**src/slhfp_pkg.sv**
```systemverilog
package slhfp_pkg;

   localparam int DATA_W = 16;
   localparam int ADDR_HI = 7;
   localparam int ADDR_LO = 1;
   localparam int FIFO_ADDR_HI = 2;
   localparam int CNT_W = 5;
   localparam logic [CNT_W-1:0] BURST_MAX = 5'h10;
   localparam logic [CNT_W-1:0] CNT_FIRST = 5'h01;
   localparam logic [DATA_W-1:0] DATA_RST = 16'h0000;
   localparam logic [ADDR_HI:ADDR_LO] ADDR_RST = 7'h00;

   typedef struct packed {
      logic cs_n;
      logic rd_n;
      logic wr_n;
      logic sel;
      logic [ADDR_HI:ADDR_LO] addr;
      logic [DATA_W-1:0] data;
   } slhfp_pins_t;

   localparam int PINS_W = $bits(slhfp_pins_t);
   localparam logic [PINS_W-1:0] PINS_IDLE = {3'h7, 1'h0, 7'h00, 16'h0000};

   typedef enum logic [5:0] {
      ST_IDLE = 6'h01,
      ST_RWAIT = 6'h02,
      ST_RELOAD = 6'h04,
      ST_FETCH = 6'h08,
      ST_RD = 6'h10,
      ST_WR = 6'h20
   } slhfp_state_t;

endpackage : slhfp_pkg

```
**src/slhfp_pin_if.sv**
```systemverilog
`timescale 1ns/1ps
interface slhfp_pin_if;
   import slhfp_pkg::*;
   slhfp_pins_t raw;
   slhfp_pins_t filt;
   modport sampler (input raw, output filt);
   modport user (output raw, input filt);
endinterface : slhfp_pin_if

```
**src/slhfp_port.sv**
```systemverilog
`timescale 1ns/1ps
module slhfp_port
   import slhfp_pkg::*;
(
   input wire logic clock,
   input wire logic rst_n,
   input wire logic host_select_n,
   input wire logic read_strobe_n,
   input wire logic write_strobe_n,
   input wire logic fifo_sel,
   input wire logic [ADDR_HI:ADDR_LO] host_addr,
   input wire logic [DATA_W-1:0] host_data_in,
   output logic [DATA_W-1:0] host_data_out,
   output logic host_data_oe,
   output logic reg_rd_req,
   output logic [ADDR_HI:ADDR_LO] reg_rd_addr,
   input wire logic reg_rd_ack,
   input wire logic [DATA_W-1:0] reg_rd_data,
   output logic reg_wr_en,
   output logic [ADDR_HI:ADDR_LO] reg_wr_addr,
   output logic [DATA_W-1:0] reg_wr_data,
   input wire logic [DATA_W-1:0] rx_fifo_data,
   input wire logic rx_fifo_valid,
   output logic rx_fifo_pop,
   output logic [DATA_W-1:0] tx_fifo_data,
   output logic tx_fifo_push,
   input wire logic tx_fifo_ready,
   output logic rx_underrun,
   output logic tx_overflow,
   output logic burst_overrun
);

   typedef struct packed {
      slhfp_state_t st;
      logic [DATA_W-1:0] data;
      logic oe;
      logic [ADDR_HI:ADDR_LO] addr;
      logic sel;
      logic live;
      logic [CNT_W-1:0] cnt;
      logic rd_req;
      logic rx_pop;
      logic tx_push;
      logic reg_wr;
      logic [DATA_W-1:0] wdata;
      logic rx_under;
      logic tx_over;
      logic burst_over;
   } slhfp_ctl_t;

   slhfp_ctl_t q;
   slhfp_ctl_t d;
   slhfp_pins_t fp;
   logic rd_act;
   logic wr_act;
   logic addr_moved;

   slhfp_pin_if pin_bus ();

   assign pin_bus.raw = '{
      cs_n: host_select_n,
      rd_n: read_strobe_n,
      wr_n: write_strobe_n,
      sel: fifo_sel,
      addr: host_addr,
      data: host_data_in
   };

   // Every pin passes the same filter, so data keeps its setup to the strobe
   // select timed as address
   slhfp_sync u_sync (
      .clock(clock),
      .rst_n(rst_n),
      .pins(pin_bus)
   );

   assign fp = pin_bus.filt;

   assign rd_act = ~fp.cs_n & ~fp.rd_n;
   assign wr_act = ~fp.cs_n & ~fp.wr_n;

   // only A[2:1] marks a new word in FIFO mode (sel high); register mode compares the whole address
   always_comb begin
      if (q.sel) begin
         addr_moved = fp.addr[FIFO_ADDR_HI:ADDR_LO]
            != q.addr[FIFO_ADDR_HI:ADDR_LO];
      end else begin
         addr_moved = fp.addr != q.addr;
      end
   end

   always_comb begin
      d = q;
      d.rd_req = 1'b0;
      d.rx_pop = 1'b0;
      d.tx_push = 1'b0;
      d.reg_wr = 1'b0;
      d.rx_under = 1'b0;
      d.tx_over = 1'b0;
      d.burst_over = 1'b0;
      case (q.st)
         ST_IDLE: begin
            // Wait out a pop so the FIFO head has moved on
            if (rd_act && !q.rx_pop) begin
               d.oe = 1'b1;
               d.addr = fp.addr;
               d.sel = fp.sel;
               d.cnt = CNT_FIRST;
               if (fp.sel) begin
                  d.data = rx_fifo_valid ? rx_fifo_data : DATA_RST;
                  d.live = rx_fifo_valid;
                  d.rx_under = ~rx_fifo_valid;
                  d.st = ST_RD;
               end else begin
                  d.rd_req = 1'b1;
                  d.live = 1'b0;
                  d.st = ST_RWAIT;
               end
            end else if (wr_act) begin
               d.addr = fp.addr;
               d.sel = fp.sel;
               d.wdata = fp.data;
               d.st = ST_WR;
            end
         end
         ST_RWAIT: begin
            if (!rd_act) begin
               d.oe = 1'b0;
               d.st = ST_IDLE;
            end else if (reg_rd_ack) begin
               d.data = reg_rd_data;
               d.st = ST_RD;
            end
         end
         ST_RELOAD: begin
            // Pop is seen by the FIFO this cycle; new head next cycle
            d.st = rd_act ? ST_FETCH : ST_IDLE;
            d.oe = rd_act;
         end
         ST_FETCH: begin
            if (!rd_act) begin
               d.oe = 1'b0;
               d.st = ST_IDLE;
            end else begin
               d.data = rx_fifo_valid ? rx_fifo_data : DATA_RST;
               d.live = rx_fifo_valid;
               d.rx_under = ~rx_fifo_valid;
               d.st = ST_RD;
            end
         end
         ST_RD: begin
            if (!rd_act) begin
               d.oe = 1'b0;
               d.st = ST_IDLE;
               d.rx_pop = q.sel & q.live;
               d.live = 1'b0;
            end else if (addr_moved) begin
               d.addr = fp.addr;
               if (q.sel) begin
                  d.rx_pop = q.live;
                  d.live = 1'b0;
                  d.st = ST_RELOAD;
               end else if (q.cnt < BURST_MAX) begin
                  d.cnt = q.cnt + CNT_FIRST;
                  d.rd_req = 1'b1;
                  d.st = ST_RWAIT;
               end else begin
                  // Word beyond the limit keeps old data
                  d.burst_over = 1'b1;
               end
            end
         end
         ST_WR: begin
            if (wr_act) begin
               // Last word seen while active; data hold may be zero
               d.wdata = fp.data;
            end else begin
               d.st = ST_IDLE;
               if (q.sel) begin
                  d.tx_push = tx_fifo_ready;
                  d.tx_over = ~tx_fifo_ready;
               end else begin
                  d.reg_wr = 1'b1;
               end
            end
         end
         default: begin
            d.st = ST_IDLE;
            d.oe = 1'b0;
         end
      endcase
   end

   always_ff @(posedge clock or negedge rst_n) begin
      if (!rst_n) begin
         q <= '{
            st: ST_IDLE,
            data: DATA_RST,
            oe: 1'b0,
            addr: ADDR_RST,
            sel: 1'b0,
            live: 1'b0,
            cnt: '0,
            rd_req: 1'b0,
            rx_pop: 1'b0,
            tx_push: 1'b0,
            reg_wr: 1'b0,
            wdata: DATA_RST,
            rx_under: 1'b0,
            tx_over: 1'b0,
            burst_over: 1'b0
         };
      end else begin
         q <= d;
      end
   end

   assign host_data_out = q.data;
   assign host_data_oe = q.oe;
   assign reg_rd_req = q.rd_req;
   assign reg_rd_addr = q.addr;
   assign reg_wr_en = q.reg_wr;
   assign reg_wr_addr = q.addr;
   assign reg_wr_data = q.wdata;
   assign rx_fifo_pop = q.rx_pop;
   assign tx_fifo_data = q.wdata;
   assign tx_fifo_push = q.tx_push;
   assign rx_underrun = q.rx_under;
   assign tx_overflow = q.tx_over;
   assign burst_overrun = q.burst_over;

endmodule : slhfp_port

```
**src/slhfp_sync.sv**
```systemverilog
`timescale 1ns/1ps
module slhfp_sync
   import slhfp_pkg::*;
(
   input wire logic clock,
   input wire logic rst_n,
   slhfp_pin_if.sampler pins
);

   typedef struct packed {
      logic [PINS_W-1:0] st1;
      logic [PINS_W-1:0] st2;
      logic [PINS_W-1:0] st3;
      logic [PINS_W-1:0] filt;
   } slhfp_sync_t;

   slhfp_sync_t q;
   slhfp_sync_t d;
   logic [PINS_W-1:0] agree;

   // First stage feeds only the second; a bit moves once 2 and 3 agree
   always_comb begin
      d = q;
      d.st1 = pins.raw;
      d.st2 = q.st1;
      d.st3 = q.st2;
      agree = q.st2 ~^ q.st3;
      d.filt = (agree & q.st2) | (~agree & q.filt);
   end

   always_ff @(posedge clock or negedge rst_n) begin
      if (!rst_n) begin
         q <= {PINS_IDLE, PINS_IDLE, PINS_IDLE, PINS_IDLE};
      end else begin
         q <= d;
      end
   end

   assign pins.filt = q.filt;

endmodule : slhfp_sync

```
**config.mk**
```make
export PLATFORM = sky130hd
export DESIGN_NAME = slhfp_port
export DESIGN_NICKNAME = d
export VERILOG_FILES = /design/src/slhfp_pkg.sv /design/src/slhfp_pin_if.sv /design/src/slhfp_port.sv /design/src/slhfp_sync.sv
export SDC_FILE = /design/constraint.sdc
export NUM_CORES = 1
export LEC_CHECK = 0
export ABC_AREA = 1
export BUFFER_PORTS_ARGS = -buffer_cell sky130_fd_sc_hd__buf_2
export CAP_MARGIN = 20
export CORE_MARGIN = 3
export CORE_UTILIZATION = 30
export CTS_CLUSTER_SIZE = 24
export DETAILED_ROUTE_END_ITERATION = 8
export PLACE_DENSITY_LB_ADDON = 0.2
export SYNTH_ARGS = -nofsm -noshare
export SYNTH_HDL_FRONTEND = slang
export SYNTH_HIERARCHICAL = 1
export SYNTH_SLANG_ARGS = --single-unit
export TNS_END_PERCENT = 30
```
**constraint.sdc**
```tcl
create_clock -name clock -period 3.25 [get_ports clock]
set_input_delay 0.1625 -clock clock [delete_from_list [all_inputs] [get_ports clock]]
set_output_delay 0.1625 -clock clock [all_outputs]
set_load 0.01 [all_outputs]
```
# == Yosys cells after proc, flatten, opt, wreduce, memory -nomap -nowiden ==
# Cells that the tools add are included.
# word_totals
register_bits,168
inputBits,64
output_inout_bits,70
word_cells,137
# classes
add_sub_neg,1
n_lt_le_gt_ge,1
eq_ne,25
muxes,61
bitwise_logic,14
reduce_logical,16
# op_table
operator,n
$mux 16,6
$mux 6,11
$and 27x27->27,2
$pmux 16 s3,1
$pmux 6 s6,1
$pmux 16 s2,1
$not 27->27,1
$or 27x27->27,1
$xnor 27x27->27,1
$mux 8,3
$mux 1,23
$mux 22,1
$ne 2x2->1 const B,11
$mux 7,3
$mux 17,1
$pmux 7 s2,1
$ne 3x3->1 const B,4
$pmux 6 s2,1
$reduce_and 6->1,2
$mux 5,2
$reduce_and 5->1,2
$ne 7x7->1,1
$eq 6x1->1 const B,1
$eq 6x2->1 const B,1
24 further kinds,36

# == Depth between registers and ports, before layout ==
# Gate-level depths: netlist of run 1.
# logic_depth
depth_word,6
mapped_depth,12
mapped_depth_nobuf,11

# == Hierarchy ==
# The synthesis of run 1 kept the hierarchy.
# modules_own_cells
mod,n_inst,cells_each,area_each_um2
slhfp_port,1,446,3450.8
slhfp_sync,1,243,3359.5

# == Worst setup path after synthesis of run 1 ==
# OpenSTA, ideal clock, no wires.
# synth_timing
path_kind,reg2reg
startpoint,register (tool-made name)
endpoint,register q[27] in the netlist's numbering
setup_time_ns,0.065
arrival_ns,1.524
t_required_ns,3.185
setup_slack_ns,1.661
stages_incl_launch_ff,10
path_buffers,1
path_cell_list,dfstp_2 buf_4 nor2_4 inv_1 nor2_1 nand2_4 nor2_4 nand2_1 or2_0 nand2_1
# synth_rtl
element,line_no,source
end signal: assignment,slhfp_port.sv:196,q <= '{
end: declaration,slhfp_port.sv:51,slhfp_ctl_t q;

# == Worst setup path in the final report of run 1 ==
# layout_timing
startpoint,register q[59] in the netlist's numbering
endpoint,register q (netlist bit host_data_out[10])
# layout_between
elab_chain_len,3
word_cells_on_any_way,11
cone_classes,eq/ne: 8; mux: 1; reduce/logical: 2
# layout_lines
element,line_no,source
$eq 6x1->1 (tied with other cells),slhfp_port.sv:101,case (q.st)
$ne 2x1->1 (no source line) (tied with other cells),--,
$reduce_and 6->1 (no source line),--,
# Several ways; a longest one is shown, not always the timed one.
# A chain may end at the register's enable or synchronous reset.

==> flow_metrics.py, run 1 <==
metrics = {
    "cts": {
        "numClockSinks": 168,
        "cts_buffers": 17,
        "clk_pin_slew_ns": 0.07,
        "cts_tree": "built",
        "insertion_delay_ns": 0.42,
        "clk_path_buf_depth": 2,
        "root_buffer": "clkbuf_16",
        "htree_levels": 4,
    },
    "timing": {
        "rsz0062_at_grt": "no",
        "max_freq_ghz": 0.470,
        "tightest_slew_ns": 0.749,
        "finalHoldViolCount": 0,
        "post-route-period-util_pct": 65.5,
        "post-route-min-period_ns": 2.13,
        "setup_viol": 0,
        "finalSetupTns_ns": 0,
        "finClkSkew_ns": 0.00803,
        "max_slew_margin_pct": 50.1,
        "drv_slew": 0,
    },
    "synthesis": {
        "synth_edf_count": 0,
        "ys_seq_area_share_pct": 62.0,
        "avgSynthCellArea_um2": 9.88,
        "synth_ff_type": "dfrtp_1",
        "synthCells": 689,
        "ys_ff_latch": 168,
        "synth_nets": 754,
        "synth_cell_types": 29,
        "syn_area_um2": 6810,
        "synth.yosys.warnings": 6,
        "ys_async_sr_fraction_pct": 100,
    },
    "die": {
        "die_x_um": 157,
        "core_um2": 22100,
        "num_rows": 54,
        "die_h_um": 157,
        "floorplan.io_pins": 134,
        "initial_core_util_pct": 30.8,
        "die_area_um2": 24500,
    },
    "routing": {
        "top_layer": "met4",
        "drc_errors": 0,
        "via_count": 4397,
        "route.detailed.wl_per_inst_um": 12.4,
        "wl_met1_mm": 6.26,
        "drt-initial-drc-count": 252,
        "wl_met3_um": 605,
        "dr_wl_met2_mm": 6.20,
        "dr.pass1.iters": 4,
        "routed_via_density": 4.12,
        "finalWirelength_mm": 13.2,
        "ant_nets": 0,
    },
    "final_layout": {
        "stdcell_count": 1066,
        "mostFrequentLayoutCell": "nand2_1",
        "layout_common_cells": "189 x nand2_1, 155 x dfrtp_1, 132 x buf_2, 56 x nor2_1, 51 x inv_1",
        "nNetsFinal": 839,
        "fill_cells": 2193,
        "n_antenna_cell": 0,
        "drive_above_1_share_pct": 24.9,
        "postLayoutCellArea_um2": 8010,
        "synthToLayoutAreaGrowth_pct": 17.6,
    },
    "power": {
        "ir_worst_vdd_v": 0.000368,
        "power_leakage_nw": 4.17,
        "powerDensity_nw_per_um2": 793,
        "power_w": 0.00635,
    },
    "critical_path": {
        "endpoint_kind": "register",
        "worstPathArrival_ns": 2.42,
        "path_max_fanout": 34,
        "critical_path_class": "reg -> reg",
        "r2r_cells": 7,
        "timing.rr.start": "q[59]",
        "r2r_end": "host_data_out[10]",
        "cp.required_ns": 3.54,
        "startpoint_type": "register",
        "rrSetupSlack_ns": 1.12,
    },
    "global_routing": {
        "grt_pass1_wl_mm": 21.5,
        "grt_max_degree": 83,
        "grt_usage_pct": 11.2,
        "antenna_found_initial": 0,
        "grt_overflow_total": 0,
        "grt_pass1_vias": 4171,
    },
    "placed_design": {
        "dp.cells": 1006,
        "gp_congestion": 0.753,
        "place_area_um2": 7150,
        "portBuffers": 133,
        "dp_hpwl_mm": 8.96,
    },
    "min_path": {
        "holdCritStartpoint": "reg_rd_data[7]",
        "hold_class": "in -> reg",
        "holdPathStages": 3,
        "holdPathEnd": "host_data_out[7]",
    },
    "job": {
        "drv_cap": 0,
    },
    "run_status": {
        "status": "finished, final reports clean",
    },
}
[worst max-delay path, stage by stage, from the launching register on]
cell and delay, ns:
dfrtp_1 0.47, nor2_4 0.20, nand3_2 0.47, nor2_1 0.31
nor2_1 0.07, nand2_1 0.08, buf_4 0.27, o21ai_0 0.12
[cells in the mapped netlist, types with 3 or more instances]
| master | instances | area (um^2) |
|---|---|---|
| a21oi_1 | 29 | 145 |
| buf_2 | 3 | 15.0 |
| buf_4 | 89 | 668 |
| clkbuf_1 | 5 | 18.8 |
| dfrtp_1 | 155 | 3880 |
| dfstp_2 | 13 | 342 |
| inv_1 | 51 | 191 |
| nand2_1 | 189 | 709 |
| nand2_2 | 3 | 18.8 |
| nand3_1 | 18 | 90.1 |
| nand3_2 | 4 | 40.0 |
| nand4_1 | 11 | 68.8 |
| nor2_1 | 56 | 210 |
| nor2_4 | 4 | 45.0 |
| nor3_1 | 3 | 15.0 |
| o21ai_0 | 40 | 200 |
| xor2_1 | 4 | 35.0 |
[cell type report]
cell class	instances	area (um^2)	area share (%)
sequential	168	4220	52.7
clock inverter	11	113	1.41
clock buffer	20	457	5.70
multi-input combinational	369	1670	20.9
timing repair buffer	165	997	12.5
inverter	53	201	2.52
tap	280	350	4.37
[worst max path at each step]
stage              from  cells after the start                 to
2_1_floorplan  register                      9              q[27]
6_report          q[59]                      7  host_data_out[10]
3_3_place_gp      q[59]                      7  host_data_out[10]
3_5_place_dp      q[59]                      7   host_data_out[4]
5_1_grt           q[59]                      8   host_data_out[3]
4_1_cts           q[59]                      7   host_data_out[0]
[layer usage]
metal  global-route usage, %  vias up
met5                       0        -
met4                    3.33        0
met3                    3.37       13
met2                    17.3      102
met1                    15.2     2039
li1                        -     2243
[logic make-up after synthesis]
kind of cell / count (synthesis) / share of synthesized area [%]
compound gates: 71 / 5.31
xor+xnor: 5 / 0.643
simple gates: 292 / 18.4
flops: 168 / 62.0
fa+ha+maj: 1 / 0.184
buf+inv: 152 / 13.5
[timing repair]
action | CTS | global route
hold buffers | 29 | 0
resized for setup | 0 | 0
endpoints found under the hold margin | 104 | 0
buffers inserted | 0 | 0
[report_power, final]
| part | internal [W] | switching, W |
|---|---|---|
| Clock | 0.00111 | 0.000863 |
| Combinational | 0.000615 | 0.00104 |
| Sequential | 0.00245 | 0.000271 |
| Total | 0.00417 | 0.00217 |
[per-stage QoR]
| stage | hold slack, ns | setup WS (ns) | util [%] |
|---|---|---|---|
| 3_5_place_dp | 0.270 | 1.10 | 32.4 |
| 3_3_place_gp | 0.270 | 1.18 | 32.4 |
| 4_1_cts | 0.0514 | 1.10 | 36.2 |
| 6_report | 0.0693 | 1.12 | 36.2 |
| 5_1_grt | 0.0681 | 0.799 | 36.2 |
| 2_1_floorplan | -0.133 | 1.66 | - |
(Power assumes the default switching activity.)
==> run 2, diff against run 1 <==
- clock period: 3.25 -> 1.7 ns (I/O delays scaled with it)
==> run 2 against run 1 <==
Critical path depth increased by 1. Combinational power grew 120%. Core utilization increased by 1.7 points. Via count up 2.7%. Critical path type unchanged.
==> flow_metrics.py, run 2 (same netlist as run 1, synthesis figures left out) <==
metrics = {
    "run_status": {
        "status": "finished, final reports clean",
    },
    "final_layout": {
        "post-route-util_pct": 38.0,
        "mostFrequentLayoutCell": "nand2_1",
        "postLayoutCellArea_um2": 8400,
        "fill_cells": 2186,
        "nNetsFinal": 868,
        "drive_above_1_share_pct": 27.3,
        "layout_common_cells": "188 x nand2_1, 154 x dfrtp_1, 132 x buf_2, 52 x nor2_1, 51 x inv_1",
        "synthToLayoutAreaGrowth_pct": 23.3,
        "n_antenna_cell": 0,
    },
    "critical_path": {
        "crit_start": "q[54]",
        "r2r_cells": 8,
        "endpoint": "reg_wr_data[8]",
        "critPathSlowestCell": "dfstp_2",
        "endpoint_kind": "register",
        "worstPathArrival_ns": 1.95,
        "r2r_end": "reg_wr_data[8]",
        "startpoint_type": "register",
        "timing.rr.start": "q[54]",
        "crit_chain": "buf_4 -> nand4_4 -> inv_2 -> nand2_1 -> nand2_4 -> buf_12 -> nand2_1 -> nand2_1",
        "cp_common_cell": "nand2_1",
        "cp.required_ns": 2.06,
        "path_max_fanout": 16,
        "rrSetupSlack_ns": 0.11,
        "critical_path_class": "reg -> reg",
        "critPathMaxStageDelay_ns": 0.56,
    },
    "global_routing": {
        "grt_usage_pct": 11.3,
        "antenna_found_initial": 0,
        "grt_overflow_total": 0,
        "grt_pass1_vias": 4394,
        "grt_pass1_wl_mm": 21.9,
        "grt_max_degree": 56,
    },
    "timing": {
        "rsz0062_at_grt": "yes",
        "drv_slew": 0,
        "finClkSkew_ns": 0.00864,
        "post-route-min-period_ns": 1.59,
        "max_slew_margin_pct": 75.6,
        "hold_ws_ns": 0.0134,
        "post-route-period-util_pct": 93.5,
        "finalHoldViolCount": 0,
        "tightest_slew_ns": 0.366,
        "max_freq_ghz": 0.629,
        "setup_viol": 0,
    },
    "routing": {
        "ant_nets": 0,
        "via_count": 4515,
        "drc_errors": 0,
        "route.detailed.wl_per_inst_um": 12.2,
        "drt-initial-drc-count": 255,
        "routed_via_density": 4.12,
        "finalWirelength_mm": 13.3,
        "dr.pass1.iters": 4,
    },
    "power": {
        "power_leakage_nw": 4.34,
        "p_seq_share_pct": 41.3,
        "p_int_w": 0.00812,
        "p_clk_share_pct": 29.8,
        "p_comb_share_pct": 28.9,
        "powerDensity_nw_per_um2": 1490,
        "ir_worst_vdd_v": 0.000834,
        "switching_power_w": 0.00442,
        "swShare_pct": 35.3,
    },
    "die": {
        "die_x_um": 157,
        "num_rows": 54,
        "core_um2": 22100,
        "die_h_um": 157,
        "initial_core_util_pct": 30.8,
        "die_area_um2": 24500,
        "floorplan.io_pins": 134,
    },
    "cts": {
        "numClockSinks": 168,
        "cts_buffers": 17,
        "cts_tree": "built",
        "clk_pin_slew_ns": 0.07,
        "clk_path_buf_depth": 2,
        "insertion_delay_ns": 0.42,
        "htree_levels": 4,
        "root_buffer": "clkbuf_16",
    },
    "min_path": {
        "hold_class": "in -> reg",
    },
    "placed_design": {
        "portBuffers": 133,
        "dp_hpwl_mm": 8.92,
        "gp_congestion": 0.833,
        "place_area_um2": 7300,
    },
    "job": {
        "drv_cap": 0,
    },
}
-- run 2: cell type report --
type	count	area [um^2]	share of cell area, %
Sequential cell	168	4220	50.3
Multi-Input combinational cell	369	1730	20.7
Timing Repair Buffer	194	1300	15.5
Clock buffer	17	425	5.07
Tap cell	280	350	4.17
Inverter	53	206	2.46
Clock inverter	15	159	1.89
-- run 2: repair_timing --
action,4_1_cts,5_1_grt
hold endpoints to repair,196,0
gates resized for setup,4,14
hold buffers,41,0
endpoints found under the setup margin,7,50
pin swaps,0,3
buffers inserted,0,3
-- run 2: worst max-delay path, delay by kind of cell (launching register included) --
kind          cells  cell delay [ns]
simple gates      5             0.58
flops             1             0.56
buf+inv           3             0.39
-- run 2: metrics by stage --
stage                     setup TNS (ns)  std cells  worst slack [ns]  total power, W
after CTS                              0       1093            0.0139          0.0127
after detailed placement          -0.461       1020           -0.0788         0.00867
after global routing             -0.0695       1096           -0.0240          0.0135
after global placement            -0.423       1020           -0.0681         0.00864
final                                  0       1096             0.111          0.0125
after floorplan                        0        689             0.111         0.00807
-- run 2: how the worst min path moves through the flow --
stage / cells after the start / start / end / slack (ns)
5_1_grt: 3 / reg_rd_data[10] / host_data_out[10] / 0.03
6_report: 3 / reg_rd_data[1] / host_data_out[1] / 0.01
3_5_place_dp: 1 / rst_n / u_sync/d[63] / -0.06
3_3_place_gp: 1 / rst_n / u_sync/d[63] / -0.06
4_1_cts: 3 / reg_rd_data[0] / host_data_out[0] / 0.003
2_1_floorplan: 0 / rst_n / burst_overrun / -0.21
-- run 2: layer usage --
metal / part of all wire, % / GRT usage (%) / vias to the layer above
met3: 3.7 / 3.24 / 8
li1: - / - / 2306
met2: 48 / 18.0 / 89
met4: 1.1 / 3.38 / 0
met1: 47 / 14.9 / 2112
met5: 0 / 0 / -
-- run 2: power by group through the flow --
| stage | Combinational (W) | Sequential [W] | Clock (W) |
|---|---|---|---|
| 2_1_floorplan | 0.00293 | 0.00514 | 0 |
| 3_3_place_gp | 0.00339 | 0.00525 | 0 |
| 3_5_place_dp | 0.00342 | 0.00525 | 0 |
| 4_1_cts | 0.00357 | 0.00519 | 0.00391 |
| 5_1_grt | 0.00411 | 0.00530 | 0.00409 |
| 6_report | 0.00363 | 0.00519 | 0.00373 |
